`src/include/swpcf_pkg.sv`:
```
package swpcf_pkg;

  ////////////////////////////////////////////////////////////////////////////
  // sizes
  localparam int NPORT = 4;
  localparam int PL_AW = 8;
  localparam int PL_DW = 16;
  localparam int AVS_AW = 13;
  localparam int CFG_OW = 10;
  localparam int CNT_W = 8;

  ////////////////////////////////////////////////////////////////////////////
  // preload word addresses, port p sits at base + 2*p
  localparam logic [PL_AW-1:0] PL_PMCAP_BASE = 8'h50;
  localparam logic [PL_AW-1:0] PL_PMDATA_BASE = 8'h51;
  localparam logic [PL_AW-1:0] PL_MISC_BASE = 8'h60;
  localparam logic [PL_AW-1:0] PL_BUDGET_BASE = 8'h70;

  // field positions inside preload words
  localparam int PL_NSR = 0;
  localparam int PL_AUX = 1;
  localparam int PL_D1 = 4;
  localparam int PL_D2 = 5;
  localparam int PL_PME = 6;
  localparam int PL_PMDATA = 8;
  localparam int PL_SLOT = 0;
  localparam int PL_SCLK = 1;
  localparam int PL_DSI = 2;
  localparam int PL_LPCG = 3;
  localparam int PL_PNUM = 4;
  localparam int PL_TCMAP = 9;
  localparam int PL_BPWR = 0;
  localparam int PL_SCALE = 8;
  localparam int PL_PMST = 10;
  localparam int PL_SYSAL = 15;

  ////////////////////////////////////////////////////////////////////////////
  // configuration offsets of each port
  localparam logic [CFG_OW-1:0] CFG_PMCAP = 10'h040;
  localparam logic [CFG_OW-1:0] CFG_PMCSR = 10'h044;
  localparam logic [CFG_OW-1:0] CFG_PCIECAP = 10'h0C0;
  localparam logic [CFG_OW-1:0] CFG_LINKCAP = 10'h0CC;
  localparam logic [CFG_OW-1:0] CFG_LINKSTAT = 10'h0D0;
  localparam logic [CFG_OW-1:0] CFG_VCCAP = 10'h144;
  localparam logic [CFG_OW-1:0] CFG_VCMAP = 10'h154;
  localparam logic [CFG_OW-1:0] CFG_BUDGET = 10'h214;
  localparam logic [CFG_OW-1:0] CFG_BUDSYS = 10'h218;

  // field positions inside configuration words
  localparam int CF_DSI = 21;
  localparam int CF_AUX = 22;
  localparam int CF_D1 = 25;
  localparam int CF_D2 = 26;
  localparam int CF_PME = 28;
  localparam int CF_NSR = 3;
  localparam int CF_PMDATA = 24;
  localparam int CF_SLOT = 24;
  localparam int CF_PNUM = 24;
  localparam int CF_SCLK = 28;
  localparam int CF_LPCG = 4;
  localparam int CF_TCMAP = 1;
  localparam int CF_BPWR = 0;
  localparam int CF_SCALE = 8;
  localparam int CF_PMST = 13;
  localparam int CF_SYSAL = 0;

  ////////////////////////////////////////////////////////////////////////////
  // loader control window (byte addresses)
  localparam int AVS_SEL = 12;
  localparam logic [AVS_AW-1:0] REG_CTRL = 13'h1000;
  localparam logic [AVS_AW-1:0] REG_STATUS = 13'h1004;
  localparam logic [AVS_AW-1:0] REG_LAST = 13'h1008;
  localparam int CTL_EN = 0;
  localparam int CTL_REARM = 1;
  localparam logic CTL_EN_RST = 1'b1;

  typedef struct packed {
    logic no_soft_reset;
    logic [2:0] aux_current;
    logic d1_support;
    logic d2_support;
    logic [1:0] pme_d2d1;
    logic [7:0] pm_data;
    logic slot_clock;
    logic dsi_required;
    logic low_priority_channel_group;
    logic [2:0] port_num;
    logic [6:0] tc_vc0_map;
    logic slot_impl;
    logic [7:0] base_power;
    logic [1:0] data_scale;
    logic [1:0] pm_state;
    logic sys_alloc;
  } swpcf_fields_t;

  typedef swpcf_fields_t [NPORT-1:0] swpcf_fields_all_t;

  // hardware defaults that stand until a preload word replaces them
  localparam swpcf_fields_t FIELDS_RST = '{
    no_soft_reset: 1'b0, aux_current: 3'h0, d1_support: 1'b0, d2_support: 1'b0,
    pme_d2d1: 2'h0, pm_data: 8'h00, slot_clock: 1'b0, dsi_required: 1'b0,
    low_priority_channel_group: 1'b0, port_num: 3'h0, tc_vc0_map: 7'h00,
    slot_impl: 1'b0, base_power: 8'h00, data_scale: 2'h0, pm_state: 2'h0,
    sys_alloc: 1'b0};

endpackage : swpcf_pkg

```
`src/hdl/swpcf_loader.sv`:
```
`timescale 1ns/1ns
module swpcf_loader (
  input wire logic clk_sys, // 20 MHz system clock
  input wire logic rst, // synchronous reset, active high
  input wire logic pl_valid, // preload word strobe from the store reader
  input wire logic [swpcf_pkg::PL_AW-1:0] pl_addr, // preload word address
  input wire logic [swpcf_pkg::PL_DW-1:0] pl_data, // preload word
  input wire logic pl_done, // store reader finished the sequence
  input wire logic [swpcf_pkg::AVS_AW-1:0] avs_address, // byte address
  input wire logic avs_read, // read request
  input wire logic avs_write, // write request
  input wire logic [31:0] avs_writedata, // write data
  input wire logic [3:0] avs_byteenable, // byte lanes
  output logic [31:0] avs_readdata, // read data
  output logic avs_waitrequest, // stall
  output logic cfg_ready, // loading finished, config open
  output swpcf_pkg::swpcf_fields_all_t port_fields // per-port field images
);

  ////////////////////////////////////////////////////////////////////////////
  // loader state

  logic ready_r;
  logic ready_nxt;
  logic pl_en_r;
  logic [swpcf_pkg::CNT_W-1:0] acc_cnt_r;
  logic [swpcf_pkg::CNT_W-1:0] ign_cnt_r;
  logic [swpcf_pkg::PL_AW-1:0] last_addr_r;
  logic [swpcf_pkg::PL_DW-1:0] last_data_r;
  logic [swpcf_pkg::NPORT-1:0] claim;
  logic any_claim;
  logic pl_take;
  logic pl_use;
  logic rearm;

  // words arriving once the image is frozen are dropped, so software
  // never sees a field change under it
  assign pl_take = pl_valid && pl_en_r && !ready_r;
  assign any_claim = |claim;
  assign pl_use = pl_take && any_claim;

  genvar gp;
  generate
    for (gp = 0; gp < swpcf_pkg::NPORT; gp++) begin : g_port
      swpcf_port #(
        .PORT_ID(2'(gp))
      ) u_port (
        .clk_sys(clk_sys),
        .rst(rst),
        .wr_stb(pl_take),
        .wr_addr(pl_addr),
        .wr_data(pl_data),
        .claim(claim[gp]),
        .fields_r(port_fields[gp])
      );
    end
  endgenerate

  always_comb begin
    ready_nxt = ready_r;
    // the set outranks a rearm landing in the same cycle
    if (pl_done) begin
      ready_nxt = 1'b1;
    end else if (rearm) begin
      ready_nxt = 1'b0;
    end
  end

  always_ff @(posedge clk_sys) begin
    if (rst) begin
      ready_r <= 1'b0;
    end else begin
      ready_r <= ready_nxt;
    end
  end

  assign cfg_ready = ready_r;

  always_ff @(posedge clk_sys) begin
    if (rst) begin
      acc_cnt_r <= 8'h00;
    end else if (rearm) begin
      acc_cnt_r <= 8'h00;
    end else if (pl_use && acc_cnt_r != 8'hFF) begin
      acc_cnt_r <= acc_cnt_r + 8'h01;
    end
  end

  // counts words seen but not applied: frozen, disabled, or no destination
  always_ff @(posedge clk_sys) begin
    if (rst) begin
      ign_cnt_r <= 8'h00;
    end else if (rearm) begin
      ign_cnt_r <= 8'h00;
    end else if (pl_valid && !pl_use && ign_cnt_r != 8'hFF) begin
      ign_cnt_r <= ign_cnt_r + 8'h01;
    end
  end

  always_ff @(posedge clk_sys) begin
    if (rst) begin
      last_addr_r <= 8'h00;
      last_data_r <= 16'h0000;
    end else if (pl_use) begin
      last_addr_r <= pl_addr;
      last_data_r <= pl_data;
    end
  end

  ////////////////////////////////////////////////////////////////////////////
  // configuration word view

  function automatic logic [31:0] cfg_word(
    input swpcf_pkg::swpcf_fields_t f,
    input logic [swpcf_pkg::CFG_OW-1:0] off
  );
    logic [31:0] w;
    w = 32'h0000_0000;
    case (off)
      swpcf_pkg::CFG_PMCAP: begin
        w[swpcf_pkg::CF_DSI] = f.dsi_required;
        w[swpcf_pkg::CF_AUX +: 3] = f.aux_current;
        w[swpcf_pkg::CF_D1] = f.d1_support;
        w[swpcf_pkg::CF_D2] = f.d2_support;
        w[swpcf_pkg::CF_PME +: 2] = f.pme_d2d1;
      end
      swpcf_pkg::CFG_PMCSR: begin
        w[swpcf_pkg::CF_NSR] = f.no_soft_reset;
        w[swpcf_pkg::CF_PMDATA +: 8] = f.pm_data;
      end
      swpcf_pkg::CFG_PCIECAP: begin
        w[swpcf_pkg::CF_SLOT] = f.slot_impl;
      end
      swpcf_pkg::CFG_LINKCAP: begin
        w[swpcf_pkg::CF_PNUM +: 3] = f.port_num;
      end
      swpcf_pkg::CFG_LINKSTAT: begin
        w[swpcf_pkg::CF_SCLK] = f.slot_clock;
      end
      swpcf_pkg::CFG_VCCAP: begin
        w[swpcf_pkg::CF_LPCG] = f.low_priority_channel_group;
      end
      swpcf_pkg::CFG_VCMAP: begin
        w[swpcf_pkg::CF_TCMAP +: 7] = f.tc_vc0_map;
      end
      swpcf_pkg::CFG_BUDGET: begin
        w[swpcf_pkg::CF_BPWR +: 8] = f.base_power;
        w[swpcf_pkg::CF_SCALE +: 2] = f.data_scale;
        w[swpcf_pkg::CF_PMST +: 2] = f.pm_state;
      end
      swpcf_pkg::CFG_BUDSYS: begin
        w[swpcf_pkg::CF_SYSAL] = f.sys_alloc;
      end
      default: begin
        w = 32'h0000_0000;
      end
    endcase
    return w;
  endfunction : cfg_word

  ////////////////////////////////////////////////////////////////////////////
  // avalon slave

  logic wait_r;
  logic [31:0] rdata_r;
  logic [31:0] rd_mux;
  logic req;
  logic is_ctl;
  logic gate;
  logic accept;
  logic wr_fire;
  logic [1:0] cfg_port;
  logic [swpcf_pkg::CFG_OW-1:0] cfg_off;

  assign req = avs_read || avs_write;
  assign is_ctl = avs_address[swpcf_pkg::AVS_SEL];
  assign cfg_port = avs_address[11:10];
  assign cfg_off = avs_address[swpcf_pkg::CFG_OW-1:0];
  // config window stalls until the image is complete; loader regs never do
  assign gate = is_ctl || ready_r;
  assign accept = req && wait_r && gate;
  assign wr_fire = avs_write && !wait_r;
  assign rearm = wr_fire && avs_address == swpcf_pkg::REG_CTRL && avs_byteenable[0]
    && avs_writedata[swpcf_pkg::CTL_REARM];

  always_comb begin
    rd_mux = 32'h0000_0000;
    if (!is_ctl) begin
      rd_mux = cfg_word(port_fields[cfg_port], cfg_off);
    end else if (avs_address == swpcf_pkg::REG_CTRL) begin
      rd_mux[swpcf_pkg::CTL_EN] = pl_en_r;
    end else if (avs_address == swpcf_pkg::REG_STATUS) begin
      rd_mux = {8'h00, ign_cnt_r, acc_cnt_r, 7'h00, ready_r};
    end else if (avs_address == swpcf_pkg::REG_LAST) begin
      rd_mux = {8'h00, last_addr_r, last_data_r};
    end
  end

  // one stall cycle per request once gate is high; the answer edge is the one after acceptance
  always_ff @(posedge clk_sys) begin
    if (rst) begin
      wait_r <= 1'b1;
    end else if (accept) begin
      wait_r <= 1'b0;
    end else begin
      wait_r <= 1'b1;
    end
  end

  always_ff @(posedge clk_sys) begin
    if (rst) begin
      rdata_r <= 32'h0000_0000;
    end else if (accept && avs_read) begin
      rdata_r <= rd_mux;
    end
  end

  // config words are read-only: writes there are answered and dropped
  always_ff @(posedge clk_sys) begin
    if (rst) begin
      pl_en_r <= swpcf_pkg::CTL_EN_RST;
    end else if (wr_fire && avs_address == swpcf_pkg::REG_CTRL && avs_byteenable[0]) begin
      pl_en_r <= avs_writedata[swpcf_pkg::CTL_EN];
    end
  end

  assign avs_waitrequest = wait_r;
  assign avs_readdata = rdata_r;

endmodule : swpcf_loader

```
`src/hdl/swpcf_port.sv`:
```
`timescale 1ns/1ns
module swpcf_port #(
  parameter logic [1:0] PORT_ID = 2'h0
) (
  input wire logic clk_sys, // system clock
  input wire logic rst, // synchronous reset
  input wire logic wr_stb, // preload word accepted
  input wire logic [swpcf_pkg::PL_AW-1:0] wr_addr, // preload word address
  input wire logic [swpcf_pkg::PL_DW-1:0] wr_data, // preload word
  output logic claim, // address belongs to this port
  output swpcf_pkg::swpcf_fields_t fields_r // loaded field image
);

  logic [swpcf_pkg::PL_AW-1:0] step;
  logic hit_pmcap;
  logic hit_pmdata;
  logic hit_misc;
  logic hit_budget;

  assign step = {5'h00, PORT_ID, 1'b0};
  assign hit_pmcap = wr_addr == swpcf_pkg::PL_PMCAP_BASE + step;
  assign hit_pmdata = wr_addr == swpcf_pkg::PL_PMDATA_BASE + step;
  assign hit_misc = wr_addr == swpcf_pkg::PL_MISC_BASE + step;
  assign hit_budget = wr_addr == swpcf_pkg::PL_BUDGET_BASE + step;
  assign claim = hit_pmcap | hit_pmdata | hit_misc | hit_budget;

  ////////////////////////////////////////////////////////////////////////////
  // bits with no destination are simply never copied
  always_ff @(posedge clk_sys) begin
    if (rst) begin
      fields_r <= swpcf_pkg::FIELDS_RST;
    end else if (wr_stb && hit_pmcap) begin
      fields_r.no_soft_reset <= wr_data[swpcf_pkg::PL_NSR];
      fields_r.aux_current <= wr_data[swpcf_pkg::PL_AUX +: 3];
      fields_r.d1_support <= wr_data[swpcf_pkg::PL_D1];
      fields_r.d2_support <= wr_data[swpcf_pkg::PL_D2];
      fields_r.pme_d2d1 <= wr_data[swpcf_pkg::PL_PME +: 2];
    end else if (wr_stb && hit_pmdata) begin
      fields_r.pm_data <= wr_data[swpcf_pkg::PL_PMDATA +: 8];
    end else if (wr_stb && hit_misc) begin
      if (PORT_ID != 2'h0) begin
        fields_r.slot_impl <= wr_data[swpcf_pkg::PL_SLOT];
      end
      fields_r.slot_clock <= wr_data[swpcf_pkg::PL_SCLK];
      fields_r.dsi_required <= wr_data[swpcf_pkg::PL_DSI];
      fields_r.low_priority_channel_group <= wr_data[swpcf_pkg::PL_LPCG];
      fields_r.port_num <= wr_data[swpcf_pkg::PL_PNUM +: 3];
      fields_r.tc_vc0_map <= wr_data[swpcf_pkg::PL_TCMAP +: 7];
    end else if (wr_stb && hit_budget) begin
      fields_r.base_power <= wr_data[swpcf_pkg::PL_BPWR +: 8];
      fields_r.data_scale <= wr_data[swpcf_pkg::PL_SCALE +: 2];
      fields_r.pm_state <= wr_data[swpcf_pkg::PL_PMST +: 2];
      fields_r.sys_alloc <= wr_data[swpcf_pkg::PL_SYSAL];
    end
  end

endmodule : swpcf_port

```
`config.mk`:
```
export PLATFORM = sky130hd
export DESIGN_NAME = swpcf_loader
export DESIGN_NICKNAME = d
export VERILOG_FILES = /design/src/include/swpcf_pkg.sv /design/src/hdl/swpcf_loader.sv /design/src/hdl/swpcf_port.sv
export SDC_FILE = /design/constraint.sdc
export NUM_CORES = 1
export LEC_CHECK = 0
export BUFFER_PORTS_ARGS = -buffer_cell sky130_fd_sc_hd__buf_2
export CORE_ASPECT_RATIO = 1.1
export CORE_UTILIZATION = 32
export CTS_CLUSTER_DIAMETER = 40
export DETAILED_ROUTE_END_ITERATION = 10
export SLEW_MARGIN = 10
export SYNTH_ARGS = -nofsm -noshare
export SYNTH_HDL_FRONTEND = slang
export SYNTH_SLANG_ARGS = --single-unit
```
`constraint.sdc`:
```
create_clock -name clk_sys -period 2.51 [get_ports clk_sys]
set_input_delay 0.502 -clock clk_sys [delete_from_list [all_inputs] [get_ports clk_sys]]
set_output_delay 0.502 -clock clk_sys [all_outputs]
set_load 0.05 [all_outputs]
```
==> Yosys cells after proc, flatten, opt, wreduce, memory -nomap -nowiden <==
Index checks and enable logic that the tools add are counted.
W data, S select, Z words.
{ "op_classes": {"reduce_logical": 49, "eq_ne": 30, "mux": 24, "bitwise": 24, "magnitude_cmp": 1, "addsub": 2} }
{ "ops": {"columns": ["cell", "count"], "rows": [
  ["$eq A8 B7 Y1 const B", 16],
  ["$bmux W43 S2", 1],
  ["$mux W32", 2],
  ["$mux W43", 1],
  ["$eq A13 B13 Y1 const B", 3],
  ["$mux W31", 1],
  ["$eq A10 B8 Y1 const B", 3],
  ["$logic_and A1 B1 Y1", 29],
  ["$mux W24", 1],
  ["$eq A10 B10 Y1 const B", 2],
  ["$eq A10 B7 Y1 const B", 2],
  ["$eq A10 B9 Y1 const B", 2],
  ["$add A8 B1 Y8 const B", 2],
  ["$ne A8 B8 Y1 const B", 2],
  ["$reduce_and A4 Y1", 4],
  ["$not A1 Y1", 12],
  ["$or A1 B1 Y1", 12],
  ["$reduce_and A3 Y1", 4],
  ["$pmux W1 S3", 3],
  ["$reduce_and A2 Y1", 4],
  ["$mux W2", 3],
  ["$pmux W2 S3", 1],
  ["$pmux W3 S2", 1],
  ["$mux W1", 5],
  ["10 further kinds", 14]
]} }
{ "word_totals": {"inputBits": 79, "wordCells": 201, "output_inout_bits": 206, "register_bits": 246} }

==> Logic depth before layout (Yosys ltp) <==
{ "depth": {"depth_word": 9, "ltp_mapped": 8} }

==> Cells and area by module <==
From an unflattened synthesis, not the netlist that was laid out.
{ "hier_totals": {"cells_unflattened": 1164, "area_unflattened_um2": 11940.2} }
{ "modules_own_cells": {"columns": ["module", "n_inst", "cells_each", "area_per_inst_um2", "seq_area_each_um2"], "rows": [
  ["swpcf_loader", 1, 468, 4500.6, 1501.4],
  ["swpcf_port at g_port[1].u_port", 1, 178, 1886.8, 860.8],
  ["swpcf_port at g_port[3].u_port", 1, 178, 1883.1, 860.8],
  ["swpcf_port at g_port[2].u_port", 1, 170, 1865.5, 860.8],
  ["swpcf_port at g_port[0].u_port", 1, 170, 1804.2, 840.8]
]} }

==> Worst setup path after synthesis <==
Ideal clock, no wire load.
{ "synth_path": {"path_kind": "flip-flop to flip-flop", "start": "register ready_r (netlist: cfg_ready)", "end": "register g_port[0].u_port.fields_r[10] (netlist bit)", "slack_ns": 0.366, "t_required_ns": 2.378, "path_stages_with_launch": 8, "path_buffers": 2, "setup_time_ns": 0.132, "t_arrival_ns": 2.012, "path_cell_list": "dfxtp_1 nand3b_4 or3_1 buf_6 or4_4 buf_2 nand2_1 a21oi_1"} }
{ "synth_via": {"elab_chain_len": 5} }
{ "synth_lines": {"columns": ["item", "line_no", "source"], "rows": [
  ["from (decl)", "swpcf_loader.sv:23", "logic ready_r;"],
  ["from (signal assigned)", "swpcf_loader.sv:73", "ready_r <= ready_nxt;"],
  ["$logic_not A1 Y1 (*)", "swpcf_loader.sv:38", "assign pl_take = pl_valid && pl_en_r && !ready_r;"],
  ["$logic_and A1 B1 Y1 (*)", "swpcf_loader.sv:38", null],
  ["$logic_and A1 B1 Y1 (on tied branches)", "swpcf_port.sv:32, swpcf_port.sv:38, swpcf_port.sv:40", null],
  ["$not A1 Y1 (no line)", null, null],
  ["$reduce_and A4 Y1 (no line) (*)", null, null],
  ["to (signal assigned)", "swpcf_port.sv:31", "fields_r <= swpcf_pkg::FIELDS_RST;"],
  ["to (decl)", "swpcf_port.sv:11", "output swpcf_pkg::swpcf_fields_t fields_r"]
]} }
Mark *: on every way between the ends. The rest lies on a longest branch, timed or not.
A chain may end at the register's enable or synchronous reset.

==> Final worst setup path <==
{ "layout_path": {"start": "register ready_r (netlist: cfg_ready)", "end": "register g_port[0].u_port.fields_r[4] (netlist bit)"} }
Same word-level chain as after synthesis.

==> impl_metrics.py <==
metrics = {
    "detailed_routing": {
        "wl_um": 38400,
        "post_drt_via_cell_ratio": 5.23,
        "first_pass_iters": 7,
        "antenna_left": 0,
        "drt_iter0_drc": 709,
        "via_count": 9665,
        "drc": 0,
        "wl_per_cell_um": 20.8,
    },
    "global_routing": {
        "grt_antenna_before_repair": 4,
        "gr-total-overflow": 0,
        "track_usage_pct": 21.8,
        "grt_pass1_vias": 9087,
        "grt_pass1_wl_um": 57000,
        "grt_max_degree": 86,
    },
    "synthesis": {
        "ys.warnings.count": 0,
        "synth_xor_area_share_pct": 0.802,
        "synthAdderAreaFrac_pct": 0.229,
        "postSynthAreaPerCell_um2": 9.59,
        "synth_compound_area_share_pct": 9.12,
        "synth-seq-cells": 246,
        "synth_nets": 1220,
        "synth-main-ff-cell": "dfxtp_1",
        "synth-simple-area-share_pct": 19.6,
        "synth_top_family_by_area": "multiplexers",
        "syn_inst": 1139,
        "async_flop_share_pct": 0,
        "synth_mux_area_share_pct": 20.8,
        "ys_types": 58,
        "synth_edf_count": 0,
        "ys_seq_area_share_pct": 45.1,
        "netlist_area_mm2": 0.0109,
    },
    "sta": {
        "max_slew_margin_pct": 48.7,
        "hold_slack_ps": 247,
        "max_slew.worst_pin.slew_ps": 763,
        "rsz0062_at_grt": "false",
        "finalSetupTns_ps": 0,
        "fin_skew_ps": 14.5,
        "drv_slew": 0,
        "hold_viol_final": 0,
        "setup_viol": 0,
        "finalCriticalPeriod_ps": 2120,
        "fin_crit_sh_pct": 84.5,
        "fmax_mhz": 471,
    },
    "clock_network": {
        "clkSinkCount": 246,
        "cts_resized": 0,
        "cts_root_buf": "clkbuf_16",
        "tritoncts": "yes",
        "cts.hold.buffers_added": 0,
        "clockBufferDepth": 3,
        "post_cts_buffers": 0,
        "clk_pin_slew_ps": 50,
        "numCtsBuffers": 37,
        "cts_max_level": 2,
        "clock_latency_ps": 520,
    },
    "layout": {
        "layout_commonest_cell": "buf_2",
        "syn2layout_area_growth_pct": 28.6,
        "design_area_mm2": 0.0140,
        "final_cell_mix": "buf_2 (249), dfxtp_1 (246), nor2_1 (176)",
        "fillCellCount": 3274,
        "drive_above_1_share_pct": 30.3,
        "fin_nets": 1469,
    },
    "floorplanning": {
        "coreArea_mm2": 0.0335,
        "io_pins": 285,
        "fp.dieW_um": 178,
        "dieArea_mm2": 0.0349,
        "die_h_um": 196,
        "start_util_pct": 32.7,
        "rows": 70,
    },
    "placement": {
        "gp_congestion": 0.904,
        "port_buffers": 250,
        "placed_cell_area_mm2": 0.0128,
        "hpwl_um": 28000,
    },
    "setup_path": {
        "crit_chain": "nand3b_4 > or3_1 > or4_4 > nand2_1 > a21oi_1",
        "cp_slowest_cell": "or4_4",
        "critPathRequiredTime_ps": 2890,
        "timing.critical_path.from": "cfg_ready",
        "regToRegStartpoint": "cfg_ready",
        "path_class": "reg2reg",
        "cp_data_arrival_time_ps": 2500,
        "worst_setup_path_end_kind": "flip-flop",
        "cpPeakStageDelay_ps": 690,
        "ff2ff_setup_slack_ps": 390,
        "start_kind": "flip-flop",
        "critPathMaxFanout": 13,
    },
    "run": {
        "cap_violations": 0,
    },
    "power_and_ir_drop": {
        "powerDensity_mw_per_mm2": 690,
        "finalPower_w": 0.00969,
        "peakVddDrop_uv": 401,
        "leakagePower_nw": 6.20,
    },
    "worst_hold_path": {
        "min_path_type": "in2reg",
        "hp-start": "avs_writedata[0]",
    },
    "outcome": {
        "outcome": "finished, final reports clean",
    },
}
==> per-layer routing <==
layer	share of wire, %	track usage, %	vias to the layer above	wire length [um]
li1	-	-	4526	-
met1	43	28.8	4676	16400
met2	47	35.1	391	18000
met3	7.4	4.24	68	2860
met4	3.1	7.76	4	1190
met5	0.057	0	-	22
==> flip-flops by register name, indices dropped and copies added (netlist names) <==
name and cells:
avs_waitrequest 1, g_port.u_port.fields_r 171, ign_cnt_r 8, last_data_r 16, acc_cnt_r 8, avs_readdata 32
pl_en_r 1, cfg_ready 1, last_addr_r 8
==> cells in the mapped netlist, types with 3 or more instances <==
library cell	n	share of area [%]
nor3_4	3	0.45
xnor2_1	6	0.48
nor4_1	5	0.29
nor2b_1	12	0.69
buf_2	28	1.3
nor4_2	3	0.34
and3_1	5	0.29
a22o_1	14	1.1
nand4_1	7	0.40
nor3_1	12	0.55
nand4b_1	3	0.24
mux2i_1	132	12
dfxtp_1	246	45
buf_6	6	0.62
o21ai_0	15	0.69
inv_1	4	0.14
or3_1	3	0.17
a21oi_1	92	4.2
nand3b_1	4	0.27
a22oi_1	25	1.7
buf_4	7	0.48
mux4_2	42	8.7
clkbuf_1	54	1.9
a211oi_1	5	0.34
nand2b_1	3	0.17
nor3b_1	10	0.69
xor2_1	4	0.32
nand3_1	35	1.6
nor3_2	3	0.27
nand2_1	134	4.6
nor2_1	176	6.0
and3b_1	3	0.24
nor4b_1	3	0.24
==> worst max-delay path: cells and delay by family (launching register included) <==
kind | cells | cell delay (ps)
and+or+nand+nor | 4 | 1530
DFF | 1 | 390
AOI/OAI and AO/OA | 1 | 60
==> metrics by stage <==
stage                     cells  setup WS [ps]  utilization (%)
after floorplan            1139            366                -
after global placement     1781           78.7             38.2
after detailed placement   1781           74.5             38.2
after CTS                  1846            402             42.0
after global routing       1847            263             42.0
final                      1848            389             42.0
==> layout make-up <==
class | instances | area [um^2] | share of cell area [%]
clock inverters | 19 | 235 | 1.67
diodes | 2 | 5.00 | 0.0356
multi-input cells | 793 | 5520 | 39.3
inverters | 4 | 15.0 | 0.107
repair buffers | 306 | 1780 | 12.7
clock buffers | 46 | 1020 | 7.28
flip-flops and latches | 246 | 4920 | 35.1
well taps | 432 | 541 | 3.85
==> cell families after synthesis <==
| kind of cell | Yosys count |
|---|---|
| other cells | 1 |
| fa+ha+maj | 2 |
| xor+xnor | 10 |
| buf+inv | 100 |
| simple gates | 441 |
| flops | 246 |
| mux | 174 |
| compound gates | 165 |
==> where the power goes <==
part / internal (W) / leakage (nW) / total (W) / switching, W
combinational: 0.000158 / 3.62 / 0.000532 / 0.000374
sequential: 0.00393 / 1.98 / 0.00394 / 0.0000184
clock: 0.00333 / 0.598 / 0.00521 / 0.00189
==> final timing paths <==
check	end	depth (start not counted)
setup reg to reg	g_port[0].u_port.fields_r[4]	5
hold reg to reg	last_addr_r[6]	2
setup / recovery	g_port[0].u_port.fields_r[4]	5
hold / removal	pl_en_r	2
Note: power is estimated with default switching activity, not from simulation.
